--- config.mk ---
export PLATFORM = sky130hd
export DESIGN_NAME = mmu_ctrl
export DESIGN_NICKNAME = d
export VERILOG_FILES = /design/src/mmu_ctrl.v
export VERILOG_INCLUDE_DIRS = /design/src
export SDC_FILE = /design/constraint.sdc
export NUM_CORES = 2
export LEC_CHECK = 0
export BUFFER_PORTS_ARGS = -buffer_cell sky130_fd_sc_hd__buf_2
export CAP_MARGIN = 20
export CORE_MARGIN = 5
export CORE_UTILIZATION = 46
export DETAILED_ROUTE_END_ITERATION = 12
export GPL_TIMING_DRIVEN = 0
export PLACE_DENSITY = 0.73
export SLEW_MARGIN = 20
export SYNTH_ARGS = -nofsm -noshare
export SYNTH_HDL_FRONTEND = slang
export SYNTH_SLANG_ARGS = --single-unit
--- constraint.sdc ---
create_clock -name mclk -period 3 [get_ports mclk]
set_clock_uncertainty 0.2 [all_clocks]
set_input_delay 0.6 -clock mclk [delete_from_list [all_inputs] [get_ports mclk]]
set_output_delay 0.6 -clock mclk [all_outputs]
set_load 0.02 [all_outputs]
--- src/mmu_ctrl_map.vh ---
// Constants for the memory-management control block: opcodes, register
// indices, bus transaction types and fixed real-mode memory attributes.
// Assumes it is included by mmu_ctrl.v and by the verification files.
`ifndef MMU_CTRL_MAP_VH
`define MMU_CTRL_MAP_VH

// ************************************************************
// Instruction opcodes presented on opCode.
// ************************************************************
`define OP_MTSR        4'h0
`define OP_MTSRIN      4'h1
`define OP_MFSR        4'h2
`define OP_MFSRIN      4'h3
`define OP_TLBIE       4'h4
`define OP_TLBSYNC     4'h5
`define OP_TLBIA       4'h6
`define OP_MTSPR       4'h7
`define OP_MFSPR       4'h8

// ************************************************************
// Special-register index: 0..15 block registers, 16 table base.
// Block index bit 3 is data side, bits 2:1 the pair, bit 0 lower.
// ************************************************************
`define SPR_BLK_LAST   5'h0F
`define SPR_PT_BASE    5'h10
`define SPR_DATA_BIT   3

// ************************************************************
// Bus transaction types and field positions.
// ************************************************************
`define BUS_INVAL      1'b0
`define BUS_SYNC       1'b1
`define SEG_SEL_MSB    31
`define SEG_SEL_LSB    28
`define SEG_DIRECT_BIT 31
`define SEG_BUID_MSB   28
`define SEG_BUID_LSB   20
`define SEG_VSID_MSB   23

// ************************************************************
// Reset values and real-mode memory attributes.
// ************************************************************
`define REG_RESET      32'h0000_0000
`define ATTR_DATA_REAL 4'h3
`define ATTR_INSN_REAL 4'h1

`endif

--- src/mmu_ctrl.v ---
// Memory-management control: segment, block and table-base registers,
// entry invalidation with bus broadcast and sync, and real-mode pass-through.
// Assumes one core clock; the translation path and TLB arrays are outside.
`timescale 1ns/1ps
`default_nettype none
`include "mmu_ctrl_map.vh"

module mmu_ctrl #(
	parameter CLASS_BITS = 6,
	parameter CLASS_LSB  = 12
) (
	input  wire                  mclk,
	input  wire                  rst_b,
	input  wire                  opValid,
	input  wire [3:0]            opCode,
	input  wire [3:0]            opSrIdx,
	input  wire [4:0]            opSprIdx,
	input  wire [31:0]           opRs,
	input  wire [31:0]           opRb,
	input  wire                  supervisor,
	output reg                   opReady,
	output reg                   opDone,
	output reg  [31:0]           opResult,
	output reg                   illegalOp,
	output reg                   privFault,
	output reg                   busReq,
	output reg                   busType,
	output reg  [31:0]           busAddr,
	input  wire                  busAck,
	input  wire                  snoopValid,
	input  wire                  snoopType,
	input  wire [31:0]           snoopAddr,
	output reg                   snoopRetry,
	output reg                   snoopSyncAck,
	output reg                   lclInvReq,
	output reg  [CLASS_BITS-1:0] lclInvClass,
	input  wire                  lclInvDone,
	input  wire                  insnTranslateEnable,
	input  wire                  dataTranslateEnable,
	input  wire                  fetchValid,
	input  wire [31:0]           fetchEffectiveAddress,
	input  wire                  dataValid,
	input  wire [31:0]           dataEffectiveAddress,
	output reg                   fetchRealValid,
	output reg                   fetchXlatValid,
	output reg  [31:0]           fetchPhysAddr,
	output reg  [3:0]            fetchMemoryAttributeBits,
	output reg                   dataRealValid,
	output reg                   dataXlatValid,
	output reg  [31:0]           dataPhysAddr,
	output reg  [3:0]            dataMemoryAttributeBits,
	output reg                   segDirectStore,
	output reg  [23:0]           segIdent,
	output reg  [511:0]          blockRegsFlat,
	output reg  [31:0]           pageTableBaseReg
);

	// ************************************************************
	// State of the own-instruction sequencer.
	// ************************************************************
	localparam [1:0] ST_IDLE = 2'd0;
	localparam [1:0] ST_INV  = 2'd1;
	localparam [1:0] ST_BUS  = 2'd2;

	reg  [1:0]            state_ff;
	reg  [1:0]            nxt_state;
	reg  [31:0]           segment_regs_ff [0:15];
	reg  [31:0]           block_regs_ff [0:15];
	reg  [31:0]           ownAddr_ff;
	reg                   ownInvPend_ff;
	reg                   snpPend_ff;
	reg  [CLASS_BITS-1:0] snpClass_ff;
	reg                   syncPend_ff;
	reg                   invFromSnoop_ff;
	integer               i, j;

	wire [3:0]  srSel;
	wire [31:0] segData;
	wire        opIsSeg;
	wire        opIsSpr;
	wire        opKnown;
	wire        sprLegal;
	wire        accept;
	wire        engineIdle;

	assign accept = opValid && opReady;
	// Indirect forms pick the segment from the top four bits of rB.
	assign srSel = (opCode == `OP_MTSRIN || opCode == `OP_MFSRIN) ?
		opRb[`SEG_SEL_MSB:`SEG_SEL_LSB] : opSrIdx;
	assign opIsSeg = (opCode == `OP_MTSR) || (opCode == `OP_MTSRIN) ||
		(opCode == `OP_MFSR) || (opCode == `OP_MFSRIN);
	assign opIsSpr = (opCode == `OP_MTSPR) || (opCode == `OP_MFSPR);
	assign sprLegal = (opSprIdx <= `SPR_PT_BASE);
	// Invalidate-all is deliberately left out of the known set.
	assign opKnown = opIsSeg || (opCode == `OP_TLBIE) ||
		(opCode == `OP_TLBSYNC) || (opIsSpr && sprLegal);
	assign segData = segment_regs_ff[dataEffectiveAddress[
		`SEG_SEL_MSB:`SEG_SEL_LSB]];
	assign engineIdle = !lclInvReq && !snpPend_ff;

	// ************************************************************
	// Instruction sequencer and register moves.
	// ************************************************************
	always @*
	begin
		nxt_state = state_ff;
		case (state_ff)
			ST_IDLE:
			begin
				if (accept && supervisor && opKnown)
				begin
					if (opCode == `OP_TLBIE)
						nxt_state = ST_INV;
					else if (opCode == `OP_TLBSYNC)
						nxt_state = ST_BUS;
				end
			end
			ST_INV:
			begin
				if (lclInvReq && !invFromSnoop_ff && lclInvDone)
					nxt_state = ST_BUS;
			end
			ST_BUS:
			begin
				if (busAck)
					nxt_state = ST_IDLE;
			end
			default:
				nxt_state = ST_IDLE;
		endcase
	end

	always @(posedge mclk or negedge rst_b)
	begin
		if (!rst_b)
		begin
			state_ff <= ST_IDLE;
			opReady <= 1'b0;
			opDone <= 1'b0;
			opResult <= `REG_RESET;
			illegalOp <= 1'b0;
			privFault <= 1'b0;
			busReq <= 1'b0;
			busType <= `BUS_INVAL;
			busAddr <= `REG_RESET;
			ownAddr_ff <= `REG_RESET;
			ownInvPend_ff <= 1'b0;
			pageTableBaseReg <= `REG_RESET;
			for (i = 0; i < 16; i = i + 1)
			begin
				segment_regs_ff[i] <= `REG_RESET;
				block_regs_ff[i] <= `REG_RESET;
			end
		end
		else
		begin
			state_ff <= nxt_state;
			opReady <= (nxt_state == ST_IDLE);
			opDone <= 1'b0;
			illegalOp <= 1'b0;
			privFault <= 1'b0;
			if (accept)
			begin
				if (!opKnown)
					illegalOp <= 1'b1;
				else if (!supervisor)
					privFault <= 1'b1;
				else
				begin
					case (opCode)
						`OP_MTSR, `OP_MTSRIN:
						begin
							segment_regs_ff[srSel] <= opRs;
							opDone <= 1'b1;
						end
						`OP_MFSR, `OP_MFSRIN:
						begin
							opResult <= segment_regs_ff[srSel];
							opDone <= 1'b1;
						end
						`OP_MTSPR:
						begin
							if (opSprIdx == `SPR_PT_BASE)
								pageTableBaseReg <= opRs;
							else
								block_regs_ff[opSprIdx[3:0]] <= opRs;
							opDone <= 1'b1;
						end
						`OP_MFSPR:
						begin
							if (opSprIdx == `SPR_PT_BASE)
								opResult <= pageTableBaseReg;
							else
								opResult <= block_regs_ff[opSprIdx[3:0]];
							opDone <= 1'b1;
						end
						`OP_TLBIE:
						begin
							ownAddr_ff <= opRb;
							ownInvPend_ff <= 1'b1;
						end
						`OP_TLBSYNC:
						begin
							busReq <= 1'b1;
							busType <= `BUS_SYNC;
							busAddr <= `REG_RESET;
						end
						default:
							illegalOp <= 1'b1;
					endcase
				end
			end
			// Broadcast only once the local class is gone, so peers never
			// see the invalidation ahead of this processor.
			if (state_ff == ST_INV && lclInvReq && !invFromSnoop_ff &&
				lclInvDone)
			begin
				busReq <= 1'b1;
				busType <= `BUS_INVAL;
				busAddr <= ownAddr_ff;
			end
			if (lclInvReq && !invFromSnoop_ff)
				ownInvPend_ff <= 1'b0;
			if (state_ff == ST_BUS && busAck)
			begin
				busReq <= 1'b0;
				opDone <= 1'b1;
			end
		end
	end

	// ************************************************************
	// Local invalidation engine, shared by own and snooped requests.
	// Snooped work goes first so a pending sync is never starved.
	// ************************************************************
	always @(posedge mclk or negedge rst_b)
	begin
		if (!rst_b)
		begin
			lclInvReq <= 1'b0;
			lclInvClass <= {CLASS_BITS{1'b0}};
			invFromSnoop_ff <= 1'b0;
			snpPend_ff <= 1'b0;
			snpClass_ff <= {CLASS_BITS{1'b0}};
			syncPend_ff <= 1'b0;
			snoopRetry <= 1'b0;
			snoopSyncAck <= 1'b0;
		end
		else
		begin
			snoopRetry <= 1'b0;
			snoopSyncAck <= 1'b0;
			if (lclInvReq && lclInvDone)
				lclInvReq <= 1'b0;
			else if (!lclInvReq && snpPend_ff)
			begin
				lclInvReq <= 1'b1;
				lclInvClass <= snpClass_ff;
				invFromSnoop_ff <= 1'b1;
				snpPend_ff <= 1'b0;
			end
			else if (!lclInvReq && ownInvPend_ff)
			begin
				lclInvReq <= 1'b1;
				lclInvClass <= ownAddr_ff[CLASS_LSB +: CLASS_BITS];
				invFromSnoop_ff <= 1'b0;
			end
			// A one-deep snoop buffer; a second invalidate while full is
			// pushed back to the bus for retry rather than dropped.
			if (snoopValid && snoopType == `BUS_INVAL)
			begin
				if (snpPend_ff && !(!lclInvReq))
					snoopRetry <= 1'b1;
				else if (snpPend_ff)
					snoopRetry <= 1'b1;
				else
				begin
					snpPend_ff <= 1'b1;
					snpClass_ff <= snoopAddr[CLASS_LSB +: CLASS_BITS];
				end
			end
			if (syncPend_ff && engineIdle && !(snoopValid &&
				snoopType == `BUS_INVAL))
			begin
				syncPend_ff <= 1'b0;
				snoopSyncAck <= 1'b1;
			end
			if (snoopValid && snoopType == `BUS_SYNC)
				syncPend_ff <= 1'b1;
		end
	end

	// ************************************************************
	// Real-mode pass-through and segment decode for the access paths.
	// ************************************************************
	always @(posedge mclk or negedge rst_b)
	begin
		if (!rst_b)
		begin
			fetchRealValid <= 1'b0;
			fetchXlatValid <= 1'b0;
			fetchPhysAddr <= `REG_RESET;
			fetchMemoryAttributeBits <= 4'h0;
			dataRealValid <= 1'b0;
			dataXlatValid <= 1'b0;
			dataPhysAddr <= `REG_RESET;
			dataMemoryAttributeBits <= 4'h0;
			segDirectStore <= 1'b0;
			segIdent <= 24'h00_0000;
			blockRegsFlat <= {512{1'b0}};
		end
		else
		begin
			fetchRealValid <= fetchValid && !insnTranslateEnable;
			fetchXlatValid <= fetchValid && insnTranslateEnable;
			fetchPhysAddr <= fetchEffectiveAddress;
			fetchMemoryAttributeBits <= `ATTR_INSN_REAL;
			dataRealValid <= dataValid && !dataTranslateEnable;
			dataXlatValid <= dataValid && dataTranslateEnable;
			dataPhysAddr <= dataEffectiveAddress;
			dataMemoryAttributeBits <= `ATTR_DATA_REAL;
			// Bit 0 (the top bit) chooses direct-store or ordinary layout.
			segDirectStore <= segData[`SEG_DIRECT_BIT];
			if (segData[`SEG_DIRECT_BIT])
				segIdent <= {15'h0000,
					segData[`SEG_BUID_MSB:`SEG_BUID_LSB]};
			else
				segIdent <= segData[`SEG_VSID_MSB:0];
			for (j = 0; j < 16; j = j + 1)
				blockRegsFlat[j*32 +: 32] <= block_regs_ff[j];
		end
	end

endmodule // mmu_ctrl

`default_nettype wire

==> impl_metrics.json <==
{
  "multi_input_area_mm2": 0.0285,
  "ctsHtreeMaxLevel": 4,
  "dieArea_mm2": 0.171,
  "pre_cts_ws_ps": -1530,
  "antenna_left": 0,
  "finalPower_mw": 57.2,
  "crit_top_cell": "buf_2",
  "cp.required_ps": 3480,
  "io_buffers": 875,
  "start_kind": "input pin",
  "cts_root_buf": "clkbuf_16",
  "initial_utilization_pct": 46.2,
  "rrSetupSlack_ps": -70,
  "rr_endpoint": "opResult[20]",
  "grt_pass1_vias": 54049,
  "core_mm2": 0.162,
  "crit-reg2reg-launch": "opReady",
  "clk_pin_slew_ps": 60,
  "ys_ff_latch": 1785,
  "grt_usage_pct": 31.9,
  "tritoncts": "done",
  "hold_viol": 194,
  "clock_sinks": 1785,
  "cts_buffers": 183,
  "setup_violations": 10,
  "place_congestion": 0.946,
  "synth_cell_types": 56,
  "power_density_mw_per_mm2": 627,
  "critPathCapture": "opResult[20]",
  "synth_area_per_cell_um2": 14.9,
  "rows": 148,
  "peakVddDrop_mv": 0.616,
  "io_pins": 909,
  "syn_inst": 5022,
  "wl_mm": 279,
  "die_h_um": 414,
  "via_count": 52619,
  "insertion_delay_ps": 870,
  "fin_crit_ps": 3140,
  "grt-ovfl-total": 0,
  "die_width_um": 414,
  "status": "finished with violations",
  "slew_headroom_pct": 11.9,
  "worst_path_largest_cell_delay_ps": 940,
  "regArea_mm2": 0.0447,
  "totalNegativeSetupSlack_ps": -424,
  "post-route-period-util_pct": 105,
  "hold-worst-slack_ps": -197,
  "min_path_type": "in -> async",
  "drtPass1Iterations": 6,
  "syn_area_mm2": 0.0750,
  "cp_slowest_cell": "clkbuf_1",
  "tightest_slew_ps": 1320,
  "fin_util_pct": 56.2,
  "final_max_slew_viol_count": 0,
  "end_kind": "flop",
  "cap_violations": 0,
  "critPathMaxFanout": 10,
  "rsz0062_at_grt": "yes",
  "drt_iter0_markers": 5854,
  "dpl_cell_area_mm2": 0.0825,
  "async_reset_ff_share_pct": 100,
  "grt_antenna_before_repair": 21,
  "reg2reg_depth": 6,
  "p_leak_nw": 45.7,
  "stdcell_area_mm2": 0.0913,
  "wl_per_cell_um": 32.4,
  "setup_slack_ps": -144,
  "path_class": "in -> reg",
  "final_net_count": 6460,
  "synth_edf_count": 0,
  "yosys_warnings": 0,
  "post_drt_via_cell_ratio": 6.11,
  "hpwl_mm": 197,
  "synth-seq-area-share_pct": 59.6,
  "synthFlopType": "dfrtp_1",
  "violations": "hold timing, setup timing",
  "crit_chain": "buf_2 > or3b_1 > buf_2 > mux2_2 > clkbuf_1 > o22ai_1 > o31a_1",
  "critPathLaunch": "opCode[2]",
  "area_delta_synth_final_pct": 21.8,
  "grt_max_degree": 151,
  "crit_arrival_ps": 3620,
  "drc": 0,
  "num-fill-cells": 12887,
  "fmax_ghz": 0.318,
  "grt_pass1_wl_mm": 391,
  "clk_path_buf_depth": 3,
  "drive_above_1_share_pct": 43.7
}
## per-stage QoR
stage / hold slack, ps / cells
after global routing: -146 / 8608
after CTS: -131 / 8597
after floorplan: 104 / 5026
final: -197 / 8614
after global placement: 172 / 8076
after detailed placement: 178 / 8089
## state kept, by name, summed over array words and instances (netlist names), 2 cells and up
register,cells
state_ff,2
lclInvClass,6
block_regs_ff,512
dataPhysAddr,32
ownAddr_ff,32
blockRegsFlat,512
opResult,32
snpClass_ff,6
segment_regs_ff,512
pageTableBaseReg,32
segIdent,24
busAddr,32
fetchPhysAddr,32
## cell usage after synthesis, drive strengths merged, types with 2 or more instances
master,n,area (um^2)
nand2,107,402
dfrtp,1785,44700
mux4,267,6010
nor3b,8,60.1
nand3,6,42.5
inv,4,15.0
or2,4,25.0
o22a,32,280
mux2,1105,12400
and3,4,25.0
and2,10,62.6
a21oi,52,260
nor2b,20,125
conb,2,7.51
nor3,15,120
nor4,9,100
nor2,127,477
or3,3,18.8
o32a,31,310
nand2b,27,169
clkbuf,250,938
buf,195,1020
o31ai,4,30.0
o31a,32,280
o21ai,339,1700
o22ai,62,388
a21boi,6,45.0
a31oi,7,43.8
o211ai,63,473
mux2i,394,3940
or3b,3,26.3
o21bai,4,30.0
o2111ai,32,280
## kinds of logic after synthesis
group	count (synthesis)	share of synthesized area, %
multiplexers	1766	29.9
buffers and inverters	449	2.63
other	2	0.0100
AND/OR/NAND/NOR	350	2.29
flip-flops	1785	59.6
AO/OA/AOI/OAI	670	5.59
## per-layer routing
| metal | part of all wire (%) | global-route usage [%] | vias up |
|---|---|---|---|
| li1 | - | - | 20967 |
| met1 | 37 | 39.3 | 27738 |
| met2 | 46 | 50.3 | 3054 |
| met3 | 11 | 10.4 | 848 |
| met4 | 6.5 | 17.1 | 12 |
| met5 | 0.045 | 0 | - |
## cell usage in the layout, fill, tap and decap left out, drive strengths merged, types with 33 or more instances in the layout
cell         instances
dfrtp             1785
mux2              1105
buf               1102
clkbuf             525
mux2i              394
o21ai              339
mux4               267
dlygate4sd3        147
nor2               127
nand2              107
o211ai              63
o22ai               62
a21oi               52
clkinv              33
## worst min-delay path by stage
stage / startpoint / to / slack (ps) / cells past startpoint
3_5_place_dp: block_regs_ff[119] / blockRegsFlat[407] / 180 / 0
6_report: rst_b / blockRegsFlat[113] / -200 / 4
4_1_cts: rst_b / busAddr[23] / -130 / 4
2_1_floorplan: rst_b / blockRegsFlat[0] / 100 / 0
3_3_place_gp: block_regs_ff[75] / blockRegsFlat[427] / 170 / 0
5_1_grt: rst_b / blockRegsFlat[113] / -150 / 4
## worst max-delay path: cells and delay by family
family	cells	cell delay [ps]
buf+inv	3	1380
compound gates	2	730
mux	1	430
simple gates	1	470
## area by class of cell
cell class / count / area share, %
diodes: 11 / 0.0301
plain buffers: 443 / 2.36
clock buffers: 267 / 5.96
clock inverters: 71 / 1.21
inverters: 4 / 0.0164
multi-input cells: 2792 / 31.3
flip-flops and latches: 1785 / 48.9
well taps: 2175 / 2.98
repair buffers: 1066 / 7.25
## where the power goes
| part | switching [mW] | total, mW | internal [mW] |
|---|---|---|---|
| combinational | 4.18 | 6.49 | 2.31 |
| sequential | 0.918 | 26.2 | 25.2 |
| clock | 9.99 | 24.6 | 14.6 |
| total | 15.1 | 57.2 | 42.2 |
## repair_timing
| action | 4_1_cts | 5_1_grt |
|---|---|---|
| setup endpoints to repair | 935 | 565 |
| gates cloned | 0 | 1 |
| hold buffers | 151 | 1 |
| gates resized for setup | 110 | 73 |
| buffers inserted | 20 | 5 |
| endpoints found under the hold margin | 514 | 138 |
| pin swaps | 9 | 5 |
(Power assumes the default switching activity.)
